File: src/rtl/asrx_pkg.sv
// Constants, field positions and state codes of the serial receiver.
// Assumes a single bus clock and an APB register port with 32-bit data.
// Function
// - High divisor write is buffered; low divisor write loads all 13 bits.
// - A zero divisor stops the baud generator completely.
// - Divisor 1 to 8191 gives baud rate of bus clock over 16 times divisor.
// - Low divisor resets non-zero; generator idles until rx or tx first enabled.
// - Full flag sets on character transfer; 8-bit: status then data read clears.
// - 9-bit mode: full clears after status, data and control three reads.
// - Idle flag sets after line high one character time, 10 or 11 bits.
// - Idle select low: idle counting starts right after the start bit.
// - Idle select high: idle counting starts only after the stop bit.
// - Idle clears by status then data read; sets once per received character.
// - New character while previous unread is discarded; sets overrun unless framing error set.
// - Any disagreeing sample in start, data or stop bit sets noise flag.
// - Low stop bit sets framing error together with full flag.
// - Enabled parity mismatch sets parity error together with full flag.
// - Noise, framing and parity flags clear by status then data read.
// - Transfer only after stop bit, and only when data register not full.
// - Start confirmed by samples at phases 3, 5 and 7, two low.
// - Bit level is majority of samples at phases 8, 9 and 10.
// - While framing error set, completed characters are not transferred.
package asrx_pkg;
  localparam int DIV_W = 13;
  localparam int HIGH_W = 5;
  localparam logic [7:0] OFF_DIV_HIGH = 8'h00;
  localparam logic [7:0] OFF_DIV_LOW = 8'h04;
  localparam logic [7:0] OFF_CTRL = 8'h08;
  localparam logic [7:0] OFF_STATUS = 8'h0c;
  localparam logic [7:0] OFF_DATA = 8'h10;
  localparam logic [7:0] OFF_CTRL3 = 8'h14;
  localparam logic [4:0] DIV_HIGH_RST = 5'h00;
  localparam logic [7:0] DIV_LOW_RST = 8'h04;
  localparam logic [5:0] CTRL_RST = 6'h00;
  // Control register bit positions
  localparam int CTL_RX_ON = 0;
  localparam int CTL_TX_ON = 1;
  localparam int CTL_NINE = 2;
  localparam int CTL_PAR_EN = 3;
  localparam int CTL_PAR_ODD = 4;
  localparam int CTL_IDLE_SEL = 5;
  // Status register bit positions
  localparam int ST_FULL = 5;
  localparam int ST_IDLE = 4;
  localparam int ST_OVR = 3;
  localparam int ST_NF = 2;
  localparam int ST_FE = 1;
  localparam int ST_PF = 0;
  localparam logic [5:0] ARM_ALWAYS = 6'h05;
  localparam int C3_NINTH = 7;
  // Sixteenth-bit sample phases
  localparam logic [4:0] RT_FIRST = 5'h01;
  localparam logic [4:0] RT_START_A = 5'h03;
  localparam logic [4:0] RT_START_B = 5'h05;
  localparam logic [4:0] RT_START_C = 5'h07;
  localparam logic [4:0] RT_VOTE_A = 5'h08;
  localparam logic [4:0] RT_VOTE_B = 5'h09;
  localparam logic [4:0] RT_VOTE_C = 5'h0a;
  localparam logic [4:0] RT_LAST = 5'h10;
  localparam int OVERSAMPLE = 16;
  localparam logic [3:0] DATA_BITS_SHORT = 4'h8;
  localparam logic [3:0] DATA_BITS_LONG = 4'h9;
  localparam int CHAR_BITS_SHORT = 10;
  localparam int CHAR_BITS_LONG = 11;
  localparam logic [7:0] IDLE_TICKS_SHORT = 8'(CHAR_BITS_SHORT * OVERSAMPLE);
  localparam logic [7:0] IDLE_TICKS_LONG = 8'(CHAR_BITS_LONG * OVERSAMPLE);
  typedef enum logic [2:0] {
    RX_HUNT = 3'b001,
    RX_START = 3'b010,
    RX_FRAME = 3'b100
  } asrx_rx_state_type;
endpackage

File: src/rtl/asrx_baud_if.sv
// Carrier between the register logic and the baud generator.
// Assumes both ends run on the bus clock.
`timescale 1ns/1ps
interface asrx_baud_if;
  logic [asrx_pkg::DIV_W-1:0] divisor;
  logic run;
  logic restart;
  logic tick;
  modport gen (input divisor, input run, input restart, output tick);
  modport user (output divisor, output run, output restart, input tick);
endinterface

File: src/rtl/asrx_baud_gen.sv
// Baud generator: one-cycle sixteen-times oversampling tick.
// Assumes an asynchronous active-low reset already released cleanly.
`timescale 1ns/1ps
module asrx_baud_gen (
  input wire logic clk_in,
  input wire logic rst_n_in,
  asrx_baud_if.gen baud_bus
);
  logic [asrx_pkg::DIV_W-1:0] cnt_ff;
  logic [asrx_pkg::DIV_W-1:0] nxt_cnt;
  logic tick_ff;
  logic nxt_tick;
  logic active;

  assign active = baud_bus.run && (baud_bus.divisor != '0);
  assign baud_bus.tick = tick_ff;

  always_comb begin
    nxt_cnt = cnt_ff;
    nxt_tick = 1'b0;
    if (baud_bus.restart || !active) begin
      nxt_cnt = '0;
    end else if (cnt_ff == baud_bus.divisor - 1'b1) begin
      nxt_cnt = '0;
      nxt_tick = 1'b1;
    end else begin
      nxt_cnt = cnt_ff + 1'b1;
    end
  end

  always_ff @(posedge clk_in or negedge rst_n_in) begin
    if (!rst_n_in) begin
      cnt_ff <= '0;
      tick_ff <= 1'b0;
    end else begin
      cnt_ff <= nxt_cnt;
      tick_ff <= nxt_tick;
    end
  end

  // Helper: cycles since the last tick, valid only after an undisturbed tick
  logic [asrx_pkg::DIV_W-1:0] since_ff;
  logic since_ok_ff;
  always_ff @(posedge clk_in or negedge rst_n_in) begin
    if (!rst_n_in) begin
      since_ff <= '0;
      since_ok_ff <= 1'b0;
    end else if (baud_bus.restart || !active) begin
      since_ff <= '0;
      since_ok_ff <= 1'b0;
    end else if (tick_ff) begin
      since_ff <= '0;
      since_ok_ff <= 1'b1;
    end else begin
      since_ff <= since_ff + 1'b1;
    end
  end
endmodule // asrx_baud_gen

File: src/rtl/asrx_rx_top.sv
// Serial receiver with baud divisor and receive status, APB slave.
// Assumes rx_in synchronous to mclk_in; zero wait-state answer after setup.
//
// The register offsets and the APB register port were left to the implementer.
`timescale 1ns/1ps
module asrx_rx_top (
  input wire logic mclk_in,
  input wire logic rst_n_in,
  input wire logic psel_in,
  input wire logic penable_in,
  input wire logic pwrite_in,
  input wire logic [7:0] paddr_in,
  input wire logic [31:0] pwdata_in,
  input wire logic rx_in,
  output logic [31:0] prdata_out,
  output logic pready_out,
  output logic pslverr_out
);
  logic [1:0] rst_sync_ff;
  logic rst_n;

  always_ff @(posedge mclk_in or negedge rst_n_in) begin
    if (!rst_n_in) begin
      rst_sync_ff <= 2'b00;
    end else begin
      rst_sync_ff <= {rst_sync_ff[0], 1'b1};
    end
  end
  assign rst_n = rst_sync_ff[1];

  // Register state
  logic [4:0] div_high_ff, nxt_div_high;
  logic [12:0] div_work_ff, nxt_div_work;
  logic [5:0] ctrl_ff, nxt_ctrl;
  logic started_ff, nxt_started;
  logic restart_ff, nxt_restart;
  logic [31:0] prdata_ff, nxt_prdata;
  logic pready_ff, nxt_pready;
  logic pslverr_ff, nxt_pslverr;
  // Receive data and flags
  logic [7:0] data_ff, nxt_data;
  logic ninth_ff, nxt_ninth;
  logic [5:0] flags_ff, nxt_flags;
  logic [5:0] arm_ff, nxt_arm;
  logic rd_data_ff, nxt_rd_data;
  logic rd_c3_ff, nxt_rd_c3;
  logic idle_allow_ff, nxt_idle_allow;
  // Receiver
  asrx_pkg::asrx_rx_state_type state_ff, nxt_state;
  logic [4:0] rt_ff, nxt_rt;
  logic [3:0] idx_ff, nxt_idx;
  logic [2:0] hist_ff, nxt_hist;
  logic [1:0] samp_ff, nxt_samp;
  logic noise_ff, nxt_noise;
  logic [8:0] shreg_ff, nxt_shreg;
  logic [7:0] icnt_ff, nxt_icnt;

  logic tick;
  logic setup, done, mapped, wr_done;
  logic status_rd, data_rd, c3_rd;
  logic xfer, xfer_fe, idle_hit, accept, overrun, full_done;
  logic vote, nine, par_err;
  logic [3:0] nbits;
  logic [7:0] thresh;
  logic [5:0] clr, set;

  asrx_baud_if bif ();
  assign bif.divisor = div_work_ff;
  assign bif.run = started_ff;
  assign bif.restart = restart_ff;
  assign tick = bif.tick;

  asrx_baud_gen u_baud (
    .clk_in(mclk_in),
    .rst_n_in(rst_n),
    .baud_bus(bif.gen)
  );

  function automatic logic maj3(input logic a, input logic b, input logic c);
    maj3 = (a & b) | (a & c) | (b & c);
  endfunction

  assign setup = psel_in && !penable_in;
  assign done = psel_in && penable_in && pready_ff;
  assign wr_done = done && pwrite_in && !pslverr_ff;
  assign status_rd = done && !pwrite_in && paddr_in == asrx_pkg::OFF_STATUS;
  assign data_rd = done && !pwrite_in && paddr_in == asrx_pkg::OFF_DATA;
  assign c3_rd = done && !pwrite_in && paddr_in == asrx_pkg::OFF_CTRL3;
  assign mapped = paddr_in == asrx_pkg::OFF_DIV_HIGH
    || paddr_in == asrx_pkg::OFF_DIV_LOW || paddr_in == asrx_pkg::OFF_CTRL
    || paddr_in == asrx_pkg::OFF_STATUS || paddr_in == asrx_pkg::OFF_DATA
    || paddr_in == asrx_pkg::OFF_CTRL3;
  assign nine = ctrl_ff[asrx_pkg::CTL_NINE];
  assign nbits = nine ? asrx_pkg::DATA_BITS_LONG : asrx_pkg::DATA_BITS_SHORT;
  assign thresh = nine ? asrx_pkg::IDLE_TICKS_LONG
                       : asrx_pkg::IDLE_TICKS_SHORT;

  // Bus slave and configuration
  always_comb begin
    nxt_div_high = div_high_ff;
    nxt_div_work = div_work_ff;
    nxt_ctrl = ctrl_ff;
    nxt_started = started_ff;
    nxt_restart = 1'b0;
    nxt_pready = setup;
    nxt_pslverr = setup && !mapped;
    nxt_prdata = 32'h0000_0000;
    if (setup && !pwrite_in) begin
      unique case (paddr_in)
        asrx_pkg::OFF_DIV_HIGH: nxt_prdata = {27'h0, div_high_ff};
        asrx_pkg::OFF_DIV_LOW: nxt_prdata = {24'h0, div_work_ff[7:0]};
        asrx_pkg::OFF_CTRL: nxt_prdata = {26'h0, ctrl_ff};
        asrx_pkg::OFF_STATUS: nxt_prdata = {26'h0, flags_ff};
        asrx_pkg::OFF_DATA: nxt_prdata = {24'h0, data_ff};
        asrx_pkg::OFF_CTRL3: nxt_prdata = {24'h0, ninth_ff, 7'h00};
        default: nxt_prdata = 32'h0000_0000;
      endcase
    end else if (pready_ff && !done) begin
      nxt_prdata = prdata_ff;
      nxt_pready = 1'b1;
      nxt_pslverr = pslverr_ff;
    end
    if (wr_done) begin
      unique case (paddr_in)
        asrx_pkg::OFF_DIV_HIGH: nxt_div_high = pwdata_in[4:0];
        asrx_pkg::OFF_DIV_LOW: begin
          nxt_div_work = {div_high_ff, pwdata_in[7:0]};
          nxt_restart = 1'b1;
        end
        asrx_pkg::OFF_CTRL: begin
          nxt_ctrl = pwdata_in[5:0];
          if (pwdata_in[asrx_pkg::CTL_RX_ON] || pwdata_in[asrx_pkg::CTL_TX_ON]) begin
            nxt_started = 1'b1;
          end
        end
        default: nxt_ctrl = ctrl_ff;
      endcase
    end
  end

  always_ff @(posedge mclk_in or negedge rst_n) begin
    if (!rst_n) begin
      div_high_ff <= asrx_pkg::DIV_HIGH_RST;
      div_work_ff <= {asrx_pkg::DIV_HIGH_RST, asrx_pkg::DIV_LOW_RST};
      ctrl_ff <= asrx_pkg::CTRL_RST;
      started_ff <= 1'b0;
      restart_ff <= 1'b0;
      prdata_ff <= 32'h0000_0000;
      pready_ff <= 1'b0;
      pslverr_ff <= 1'b0;
    end else begin
      div_high_ff <= nxt_div_high;
      div_work_ff <= nxt_div_work;
      ctrl_ff <= nxt_ctrl;
      started_ff <= nxt_started;
      restart_ff <= nxt_restart;
      prdata_ff <= nxt_prdata;
      pready_ff <= nxt_pready;
      pslverr_ff <= nxt_pslverr;
    end
  end
  assign prdata_out = prdata_ff;
  assign pready_out = pready_ff;
  assign pslverr_out = pslverr_ff;

  // Receiver sampling, framing and idle counting
  always_comb begin
    nxt_state = state_ff;
    nxt_rt = rt_ff;
    nxt_idx = idx_ff;
    nxt_hist = hist_ff;
    nxt_samp = samp_ff;
    nxt_noise = noise_ff;
    nxt_shreg = shreg_ff;
    nxt_icnt = icnt_ff;
    xfer = 1'b0;
    xfer_fe = 1'b0;
    vote = maj3(samp_ff[1], samp_ff[0], rx_in);
    if (!ctrl_ff[asrx_pkg::CTL_RX_ON]) begin
      nxt_state = asrx_pkg::RX_HUNT;
      nxt_hist = 3'b000;
      nxt_icnt = 8'h00;
    end else if (tick) begin
      if (rt_ff == asrx_pkg::RT_START_A || rt_ff == asrx_pkg::RT_START_B
          || rt_ff == asrx_pkg::RT_VOTE_A || rt_ff == asrx_pkg::RT_VOTE_B) begin
        nxt_samp = {samp_ff[0], rx_in};
      end
      nxt_rt = (rt_ff == asrx_pkg::RT_LAST) ? asrx_pkg::RT_FIRST
                                            : rt_ff + 5'h01;
      unique case (state_ff)
        asrx_pkg::RX_HUNT: begin
          nxt_hist = {hist_ff[1:0], rx_in};
          if (hist_ff == 3'b111 && !rx_in) begin
            nxt_state = asrx_pkg::RX_START;
            nxt_rt = asrx_pkg::RT_FIRST + 5'h01;
            nxt_noise = 1'b0;
          end
        end
        asrx_pkg::RX_START: begin
          if (rx_in && rt_ff >= asrx_pkg::RT_START_A
              && rt_ff <= asrx_pkg::RT_VOTE_C && rt_ff[0] | rt_ff[3]) begin
            nxt_noise = 1'b1;
          end
          if (rt_ff == asrx_pkg::RT_START_C && vote) begin
            nxt_state = asrx_pkg::RX_HUNT;
            nxt_hist = 3'b000;
          end else if (rt_ff == asrx_pkg::RT_LAST) begin
            nxt_state = asrx_pkg::RX_FRAME;
            nxt_idx = 4'h0;
          end
        end
        asrx_pkg::RX_FRAME: begin
          if (rt_ff == asrx_pkg::RT_VOTE_C) begin
            if (samp_ff[1] != samp_ff[0] || samp_ff[0] != rx_in) begin
              nxt_noise = 1'b1;
            end
            if (idx_ff == nbits) begin
              xfer = 1'b1;
              xfer_fe = !vote;
              nxt_state = asrx_pkg::RX_HUNT;
              nxt_hist = (!vote && shreg_ff == 9'h000) ? 3'b000 : 3'b111;
            end else begin
              nxt_shreg[idx_ff] = vote;
            end
          end
          if (rt_ff == asrx_pkg::RT_LAST) begin
            nxt_idx = idx_ff + 4'h1;
          end
        end
        default: nxt_state = asrx_pkg::RX_HUNT;
      endcase
      if (rx_in && (state_ff == asrx_pkg::RX_HUNT
          || (state_ff == asrx_pkg::RX_FRAME
              && !ctrl_ff[asrx_pkg::CTL_IDLE_SEL]))) begin
        nxt_icnt = (icnt_ff == thresh) ? icnt_ff : icnt_ff + 8'h01;
      end else begin
        nxt_icnt = 8'h00;
      end
    end
  end
  assign idle_hit = nxt_icnt == thresh && icnt_ff != thresh;
  assign par_err = ctrl_ff[asrx_pkg::CTL_PAR_EN]
    && ((nine ? ^shreg_ff[8:0] : ^shreg_ff[7:0])
        ^ ctrl_ff[asrx_pkg::CTL_PAR_ODD]);

  always_ff @(posedge mclk_in or negedge rst_n) begin
    if (!rst_n) begin
      state_ff <= asrx_pkg::RX_HUNT;
      rt_ff <= asrx_pkg::RT_FIRST;
      idx_ff <= 4'h0;
      hist_ff <= 3'b000;
      samp_ff <= 2'b00;
      noise_ff <= 1'b0;
      shreg_ff <= 9'h000;
      icnt_ff <= 8'h00;
    end else begin
      state_ff <= nxt_state;
      rt_ff <= nxt_rt;
      idx_ff <= nxt_idx;
      hist_ff <= nxt_hist;
      samp_ff <= nxt_samp;
      noise_ff <= nxt_noise;
      shreg_ff <= nxt_shreg;
      icnt_ff <= nxt_icnt;
    end
  end

  // Status flags, two-step clearing and data buffer
  assign overrun = xfer && flags_ff[asrx_pkg::ST_FULL]
    && !flags_ff[asrx_pkg::ST_FE];
  assign accept = xfer && !flags_ff[asrx_pkg::ST_FULL]
    && !flags_ff[asrx_pkg::ST_FE];
  assign full_done = arm_ff[asrx_pkg::ST_FULL]
    && ((data_rd && (!nine || rd_c3_ff))
        || (c3_rd && nine && rd_data_ff));

  always_comb begin
    clr = 6'h00;
    set = 6'h00;
    nxt_data = data_ff;
    nxt_ninth = ninth_ff;
    nxt_arm = arm_ff;
    nxt_rd_data = rd_data_ff;
    nxt_rd_c3 = rd_c3_ff;
    nxt_idle_allow = idle_allow_ff;
    if (data_rd) begin
      clr = arm_ff;
      clr[asrx_pkg::ST_FULL] = 1'b0;
      nxt_rd_data = arm_ff[asrx_pkg::ST_FULL];
    end
    if (c3_rd) begin
      nxt_rd_c3 = arm_ff[asrx_pkg::ST_FULL];
    end
    if (full_done) begin
      clr[asrx_pkg::ST_FULL] = 1'b1;
      nxt_rd_data = 1'b0;
      nxt_rd_c3 = 1'b0;
    end
    nxt_arm = arm_ff & ~clr;
    if (status_rd) begin
      nxt_arm = prdata_ff[5:0] | asrx_pkg::ARM_ALWAYS;
      nxt_rd_data = 1'b0;
      nxt_rd_c3 = 1'b0;
    end
    if (accept) begin
      set[asrx_pkg::ST_FULL] = 1'b1;
      set[asrx_pkg::ST_NF] = nxt_noise;
      set[asrx_pkg::ST_FE] = xfer_fe;
      set[asrx_pkg::ST_PF] = par_err;
      nxt_data = shreg_ff[7:0];
      nxt_ninth = shreg_ff[8];
      nxt_idle_allow = 1'b1;
    end
    if (overrun) begin
      set[asrx_pkg::ST_OVR] = 1'b1;
    end
    if (idle_hit && idle_allow_ff && !accept) begin
      set[asrx_pkg::ST_IDLE] = 1'b1;
      nxt_idle_allow = 1'b0;
    end
    nxt_flags = (flags_ff & ~clr) | set;
  end

  always_ff @(posedge mclk_in or negedge rst_n) begin
    if (!rst_n) begin
      data_ff <= 8'h00;
      ninth_ff <= 1'b0;
      flags_ff <= 6'h00;
      arm_ff <= 6'h00;
      rd_data_ff <= 1'b0;
      rd_c3_ff <= 1'b0;
      idle_allow_ff <= 1'b0;
    end else begin
      data_ff <= nxt_data;
      ninth_ff <= nxt_ninth;
      flags_ff <= nxt_flags;
      arm_ff <= nxt_arm;
      rd_data_ff <= nxt_rd_data;
      rd_c3_ff <= nxt_rd_c3;
      idle_allow_ff <= nxt_idle_allow;
    end
  end
endmodule // asrx_rx_top

File: config.mk
export PLATFORM = sky130hd
export DESIGN_NAME = asrx_rx_top
export DESIGN_NICKNAME = d
export VERILOG_FILES = /design/src/rtl/asrx_pkg.sv /design/src/rtl/asrx_baud_if.sv /design/src/rtl/asrx_baud_gen.sv /design/src/rtl/asrx_rx_top.sv
export SDC_FILE = /design/constraint.sdc
export NUM_CORES = 1
export LEC_CHECK = 0
export ABC_CLOCK_PERIOD_IN_PS = 9150
export BUFFER_PORTS_ARGS = -buffer_cell sky130_fd_sc_hd__buf_2
export CORE_UTILIZATION = 45
export CTS_BUF_LIST = sky130_fd_sc_hd__clkbuf_8
export DETAILED_ROUTE_END_ITERATION = 10
export PLACE_DENSITY = 0.63
export SLEW_MARGIN = 20
export SYNTH_ARGS = -nofsm -noshare
export SYNTH_HDL_FRONTEND = slang
export SYNTH_HIERARCHICAL = 1
export SYNTH_SLANG_ARGS = --single-unit
File: constraint.sdc
create_clock -name mclk_in -period 9.15 [get_ports mclk_in]
set_input_delay 2.745 -clock mclk_in [delete_from_list [all_inputs] [get_ports mclk_in]]
set_output_delay 2.745 -clock mclk_in [all_outputs]
set_load 0.05 [all_outputs]
==> results of run 1 <==
==> worst reg2reg max path, cell delays in order (launching register included) <==
cell and delay [ns]:
dfrtp_1 0.48, inv_1 0.10, ha_1 0.21, or4b_4 0.52, or4b_1 0.52, a21oi_1 0.15, o32ai_1 0.16, a2111oi_4 0.82
and2_1 0.24
==> stage by stage <==
| stage | total power, mW | area, µm² | util [%] |
|---|---|---|---|
| after CTS | 0.853 | 6830 | 48.8 |
| after detailed placement | 0.567 | 6650 | 47.5 |
| after global routing | 0.881 | 6840 | 48.9 |
| after global placement | 0.566 | 6650 | 47.5 |
| final | 0.841 | 6840 | 48.9 |
| after floorplan | 0.559 | 6570 | - |
==> kinds of logic after synthesis <==
family | Yosys count | share of synthesized area [%]
compound gates | 141 | 15.3
xor+xnor | 36 | 4.86
fa+ha+maj | 18 | 3.47
buf+inv | 87 | 7.14
flops | 111 | 42.9
mux | 37 | 6.31
other cells | 2 | 0.116
simple gates | 240 | 19.9
==> sequential cells by signal, indices dropped and copies added (netlist names), 2 cells and up <==
register       cells
idx_ff             4
flags_ff           6
ctrl_ff            6
icnt_ff            8
data_ff            8
hist_ff            3
rt_ff              5
state_ff           3
rst_sync_ff        2
arm_ff             6
div_high_ff        5
bif.divisor       13
shreg_ff           9
samp_ff            2
prdata_out         8
u_baud/cnt_ff     13
==> final cells by class <==
cell class	count	area (µm²)
clock buffers	10	138
clock inverters	6	46.3
fillers	1293	7150
inverters	38	143
multi-input cells	497	3330
flip-flops and latches	111	2790
well taps	180	225
repair buffers	33	170
==> cell usage after synthesis, types with 7 or more instances <==
library cell,n
nand2b_1,7
nor4_1,7
dfrtp_1,108
inv_1,38
mux2_1,21
nor3b_1,7
nand3_1,19
nor2b_1,9
clkbuf_1,16
a22o_1,17
ha_1,18
nor2_1,36
mux2_2,10
nand2_1,85
a31oi_1,9
buf_4,24
xnor2_1,21
a21oi_1,21
xor2_1,15
nor3_1,13
o21ai_0,39
==> per-layer routing <==
metal	routed length [µm]	share of wire, %	up-vias
li1	-	-	2374
met4	172	1.2	0
met1	6650	47	2420
met3	540	3.8	12
met2	6790	48	103
met5	0	0	-
==> path summary, 6_finish.rpt <==
check / to / slack, ns / cells after the start
worst max register to register: u_baud/baud_bus.tick$_DFF_PN0_ / 5.90 / 8
min in group asynchronous: u_baud/cnt_ff[1]$_DFF_PN0_ / 0.41 / 0
worst min-delay path: rst_sync_ff[1]$_DFF_PN0_ / 0.36 / 0
worst max-delay path: bif.divisor[8]$_DFFE_PN0P_ / 4.40 / 6
max in group asynchronous: rst_sync_ff[1]$_DFF_PN0_ / 6.92 / 1
worst min register to register: rst_sync_ff[1]$_DFF_PN0_ / 0.36 / 0
==> report_power, final <==
group,switching (mW),internal (mW),total (mW)
clock,0.176,0.109,0.284
sequential,0.00811,0.493,0.501
combinational,0.0440,0.0118,0.0559
==> cell usage in the layout (no fill, tap or decap), types with 17 or more instances in the layout <==
| cell type | count |
|---|---|
| inv_1 | 39 |
| buf_2 | 31 |
| dfrtp_1 | 107 |
| nand3_1 | 19 |
| nand2_1 | 85 |
| a22o_1 | 17 |
| xnor2_1 | 21 |
| a21oi_1 | 21 |
| conb_1 | 25 |
| ha_1 | 18 |
| nor2_1 | 36 |
| o21ai_0 | 39 |
| mux2_1 | 21 |
==> results.md, run 1 <==
- Synthesis-to-layout area growth: 5.46%
- Synth area leader: dfrtp_1
- Area contributors post-synth: dfrtp_1 42%, nand2_1 4.9%, mux2_1 3.6%
- CTS Buf Count: 9
- CP Launch Point: paddr_in[7]
- Top cell type's share of synthesized area: a little over two fifths
- Crit-path cells: buf_2, or4_1, nor3_2, and2_1, nand2_1, mux2_1
- Clock sink count: 111
- Post-CTS sizing: 0
- H-tree depth: 3
- Met2 Track Usage GR: roughly 33%
- # DRC: 0
- Synth Area per Inst: between 9 and 10 µm²
- Ant diodes: 0
- GRT overflow: 0
- CP Class: in -> reg
- Yosys warns: 6
- Clk_lat worst skew: 0.38 ns
- Period utilization: approximately half
- Final setup viols: 0
- IO Port Bufs: 31
- Startpoint Class: input pin
- Hold WS: 0.360 ns
- Share of post-route cells with drive strength above 1: 12.1%
- Post-layout min period: approximately 4.8 ns
- Setup Buffers After CTS: 0
- WL/cell: 16.2 µm
- Cell variety after synth: 82
- Die Span X: 122 µm
- Vias in the first global route: around 4700
- Slew Limit Headroom: between 40% and 50%
- DP Cell Count: between 800 and 900
- Layout net count: ~750
- First-pass GRT wire length: roughly 24000 µm
- Core footprint: 14000 µm²
- Die H: 122 µm
- Reg-to-Reg Start: bif.divisor[0]$_DFFE_PN0P_
- Mapped Area: 6480 µm²
- FMAX: 210 MHz
- CP max FO: 14
- CP max stage cell: or4_1
- CP required: ~9.4 ns
- Setup Total Neg Slack: 0 ns
- Number of DRC markers in iteration 0: 400
- Clk_skew: 0.0103 ns
- Met3 usage: 4.31%
- Clock-pin slew on the worst setup and hold paths: 0.11 ns
- Starting Density: 46.4%
- GPL Wtd Cong: 0.851
- WP buf/inv: 1
- Share of the yosys chip area belonging to registers: 42.9%
- CP top delay family: simple AND/OR/NAND/NOR gates
- Ports: 80
- Critical Path End Type: flop
- CTS max path bufs: 2
- Least-Margin Pin Slew: 0.847 ns
- Worst hold path class: reg -> reg
- Hold-fix buffers, CTS: 0
- Min-delay src: rst_sync_ff[0]$_DFF_PN0_
- CTS tree: built
- Power per cell area: 123 nW/µm²
- PnR worst setup slack: 4.40 ns
- Worst VDD drop: about 70 µV
- DR pass1 iterations: 5
- Max-slew violations: 0
- Max Cap Viol: 0
- Asr flop ratio synth: 100%
- Die Area: 14900 µm²
- RSZ-0062 raised after global routing: false
- Synth Flop Type: dfrtp_1
- Synth Instances: 672
- Final Hold Fails: 0
- Outcome: completed
- Final ANT Viol Nets: 0
- Gr busiest metal: met2
- Non-Filler Instances: 875
- Met1 usage: 27.3%
- Total GRT Usage: 20.5%
- Number of synthesized flops with an enable pin: 0
- Post-DP HPWL: 10300 µm
- Leak: about 3.2 nW
- DRT Wirelength: approximately 14000 µm
- CP max stage delay: around 0.57 ns
- Routed vias: 4909
- Row cnt: 43
- Vias/cell: 5.61
- Root buffer selected by CTS: clkbuf_8
- Largest net degree at the start of global routing: 61
- Initial antenna violation count: 0
- CP arrival: 5.03 ns
- Register bit count reported by yosys: 111
- Pre-CTS setup slack: 4.01 ns
No activity file was read; power rests on OpenSTA's default activity.
==> run 2, diff against run 1 <==
ABC_AREA = 1   (was not set)
ABC_CLOCK_PERIOD_IN_PS = 4290   (was 9150)
PLACE_DENSITY = 0.66   (was 0.63)
clock period = 4.29 ns   (was 9.15 ns; I/O delays follow)
==> run 2 against run 1 <==
Die area is 3.5% higher. Non-clock buffer count stayed put. Setup slack worse by 2.7 ns. Cell count is 28% higher. Area after synthesis is 3.5% higher. Wire length is 3.7% higher. Synthesized cell count is 34% higher. Clock-buffer cell count is 1 higher. Critical path depth is 2 higher. Largest cell class unchanged.
==> results.md, run 2 <==
- RSZ-0062 raised after global routing: false
- Final Hold Fails: 0 (unchanged)
- WL/cell: 13.1 µm (-19%)
- Max-slew violations: 0 (unchanged)
- CP arrival: 2.91 ns (-2.12 ns)
- CP max FO: 12 (-2)
- Post-layout min period: 2.61 ns
- Clk_skew: 0.0179 ns (+0.00759 ns)
- Least-Margin Pin Slew: 0.646 ns (-0.202 ns)
- Pre-CTS setup slack: 1.28 ns (-2.73 ns)
- Design Power: 1.99 mW (+140%)
- Clock sink count: 111 (unchanged)
- R2R setup slack: 2.06 ns (-3.84 ns)
- FF+latch area: 2790 µm² (unchanged)
- Reg2reg end: u_baud/cnt_ff[0]$_DFF_PN0_
- Synth Instances: 900 (+34%)
- Synth top cells by count: 212 x nand2_1, 128 x inv_1, 108 x dfrtp_1, 94 x nor2_1, 78 x o21ai_0
- DP Cell Count: 1104 (+29%)
- # fillers: 1445 (+12%)
- Top cell type's share of synthesized area: 40.3% (-1.4 points)
- Ant diodes: 0 (unchanged)
- Setup Total Neg Slack: 0 ns (unchanged)
- DRT Wirelength: 14700 µm (+3.7%)
- Synth Flop Type: dfrtp_1
- Post-DP HPWL: 11300 µm (+9.7%)
- Period utilization: 60.8%
- # DRC: 0 (unchanged)
- Yosys warns: 6 (unchanged)
- Largest family of logic cells by synthesized area: simple AND/OR/NAND/NOR gates
- Final setup viols: 0 (unchanged)
- Post-synthesis simple-gate area fraction: 30.3% (+10 points)
- Startpoint Class: input pin
- FMAX: 383 MHz
- Vias in the first global route: 4796 (+1.1%)
- Synthesis-to-layout area growth: 5.96%
- Core footprint: 14500 µm² (+3.9%)
- Most common cell after layout, fill and taps aside: nand2_1
- Die Span X: 124 µm (+1.7%)
- Slew Limit Headroom: 56.9% (+13 points)
- IO Port Bufs: 31 (unchanged)
- Critical Path End Type: flop
- Die Area: 15400 µm² (+3.5%)
- Final ANT Viol Nets: 0 (unchanged)
- XOR/XNOR share of the synthesized area: 2.48% (-2.4 points)
- Outcome: completed
- Layout net count: 995 (+32%)
- Total GRT Usage: 20.1% (-0.34 points)
- Cell variety after synth: 46 (-44%)
- Reg-to-Reg Start: bif.divisor[0]$_DFFE_PN0P_
- Area contributors post-synth: dfrtp_1 40%, nand2_1 12%, inv_1 7.2%
- Mapped Area: 6710 µm² (+3.5%)
- Share of the yosys chip area belonging to registers: 41.4% (-1.5 points)
- Power per cell area: 280 nW/µm² (+130%)
- Root buffer selected by CTS: clkbuf_8
- First-pass GRT wire length: 23700 µm (-0.35%)
- Commonest non-fill, non-tap cells in the layout: 212 x nand2_1, 130 x inv_1, 107 x dfrtp_1
- Adder-Cell Fraction of Synth Area: 3.36% (-0.12 points)
- Area of the multi-input gates: 3220 µm² (-3.2%)
- Vias/cell: 4.96 (-12%)
- Leak: 3.65 nW (+14%)
- CP Class: in -> reg
- Synth area leader: dfrtp_1
- GPL Wtd Cong: 0.848 (-0.43%)
- CTS tree: built
- CTS Buf Count: 9 (unchanged)
- Share of post-route cells with drive strength above 1: 11.2% (-0.87 points)
- Clock-pin slew on the worst setup and hold paths: 0.11 ns (about the same)
- Number of DRC markers in iteration 0: 437 (+9.3%)
- Routed vias: 5559 (+13%)
- CTS max path bufs: 2 (unchanged)
- GRT overflow: 0 (unchanged)
- Ports: 80 (unchanged)
- Hold-fix buffers, CTS: 0 (unchanged)
- Mux cell area share after synthesis: 0.168% (-6.1 points)
- Initial antenna violation count: 0 (unchanged)
- Asr flop ratio synth: 100% (unchanged)
- Worst VDD drop: 200 µV (+180%)
- Clk_lat worst skew: 0.38 ns (about the same)
- Starting Density: 46.2% (-0.16 points)
- DR pass1 iterations: 5 (unchanged)
- Largest net degree at the start of global routing: 42 (-31%)
- Max Cap Viol: 0 (unchanged)
- CP Launch Point: paddr_in[6]
- Post-synthesis compound-gate area fraction: 10.3% (-4.9 points)
- Die H: 124 µm (+1.7%)
- R2R cell count: 11 (+3)
- Worst hold path class: reg -> async
- Register bit count reported by yosys: 111 (unchanged)
- Row cnt: 44 (+2.3%)
- Top-count cell post-synth: nand2_1
- Synth Area per Inst: 7.46 µm² (-23%)
- PnR worst setup slack: 1.68 ns (-2.72 ns)
- Post-CTS sizing: 0 (unchanged)
- CP required: 4.59 ns (-4.84 ns)
- Setup Buffers After CTS: 0 (unchanged)
- Crit path to: ctrl_ff[0]$_DFFE_PN0P_
- H-tree depth: 3 (unchanged)
- Non-Filler Instances: 1120 (+28%)
- Number of synthesized flops with an enable pin: 0 (unchanged)
==> run 2: changes by cell type after synthesis, sizes merged, moves of 30 or more <==
cell	change
inv	+99
mux2	-30
nand2	+132
nand3	+50
nor2	+84
o21ai	+40
==> run 2: worst max-delay path: stages <==
cell     delay (ns)
buf_2          0.09
inv_1          0.06
nand2_1        0.08
nor3_4         0.28
nand3_1        0.27
nor2_1         0.55
nand2_1        0.16
o21ai_0        0.12
==> run 2: cell type report <==
cell class                 count  area share, %
tap                          184           3.24
timing repair buffer          33           2.39
clock inverter                 5          0.422
inverter                     139           7.34
sequential                   111           39.2
clock buffer                  11           2.13
multi-input combinational    637           45.3
==> run 2: cells by family after synthesis <==
kind of cell / count (synthesis)
adders and majority gates: 18
and+or+nand+nor: 446
buffers and inverters: 175
xor gates and xnor gates: 19
DFF: 111
muxes: 1
other: 2
AOI/OAI and AO/OA: 128
==> run 2: worst min-delay path by stage <==
stage	cells past startpoint	endpoint	from	slack (ns)
6_report	0	rt_ff[3]$_DFFE_PN0P_	rst_sync_ff[1]$_DFF_PN0_	0.29
5_1_grt	0	rt_ff[4]$_DFFE_PN0P_	rst_sync_ff[1]$_DFF_PN0_	0.35
4_1_cts	0	rt_ff[4]$_DFFE_PN0P_	rst_sync_ff[1]$_DFF_PN0_	0.32
3_5_place_dp	0	u_baud/cnt_ff[1]$_DFF_PN0_	rst_sync_ff[1]$_DFF_PN0_	0.32
3_3_place_gp	0	u_baud/cnt_ff[2]$_DFF_PN0_	rst_sync_ff[1]$_DFF_PN0_	0.32
2_1_floorplan	0	rst_sync_ff[1]$_DFF_PN0_	rst_sync_ff[0]$_DFF_PN0_	0.33
==> run 2: routing by layer <==
metal  share of wire [%]  vias up  global-route usage, %  routed length (µm)
li1                    -     2890                      -                   -
met1                  53     2548                   30.7                7710
met2                  42      106                   28.8                6120
met3                 4.5       15                   2.98                 657
met4                 1.3        0                   6.62                 195
met5                   0        -                      0                   0
==> run 2: report_power, final <==
part / internal, mW / switching, mW / total [mW]
clock network: 0.243 / 0.358 / 0.601
logic: 0.0722 / 0.194 / 0.267
registers: 1.08 / 0.0433 / 1.12
total: 1.40 / 0.596 / 1.99
==> run 2: through the flow <==
stage	cell area [µm²]	util [%]	hold WS, ns
floorplan	6800	-	0.331
global placement	6930	47.7	0.316
detailed placement	6930	47.7	0.320
CTS	7110	48.9	0.321
global route	7110	48.9	0.351
finish	7110	48.9	0.294
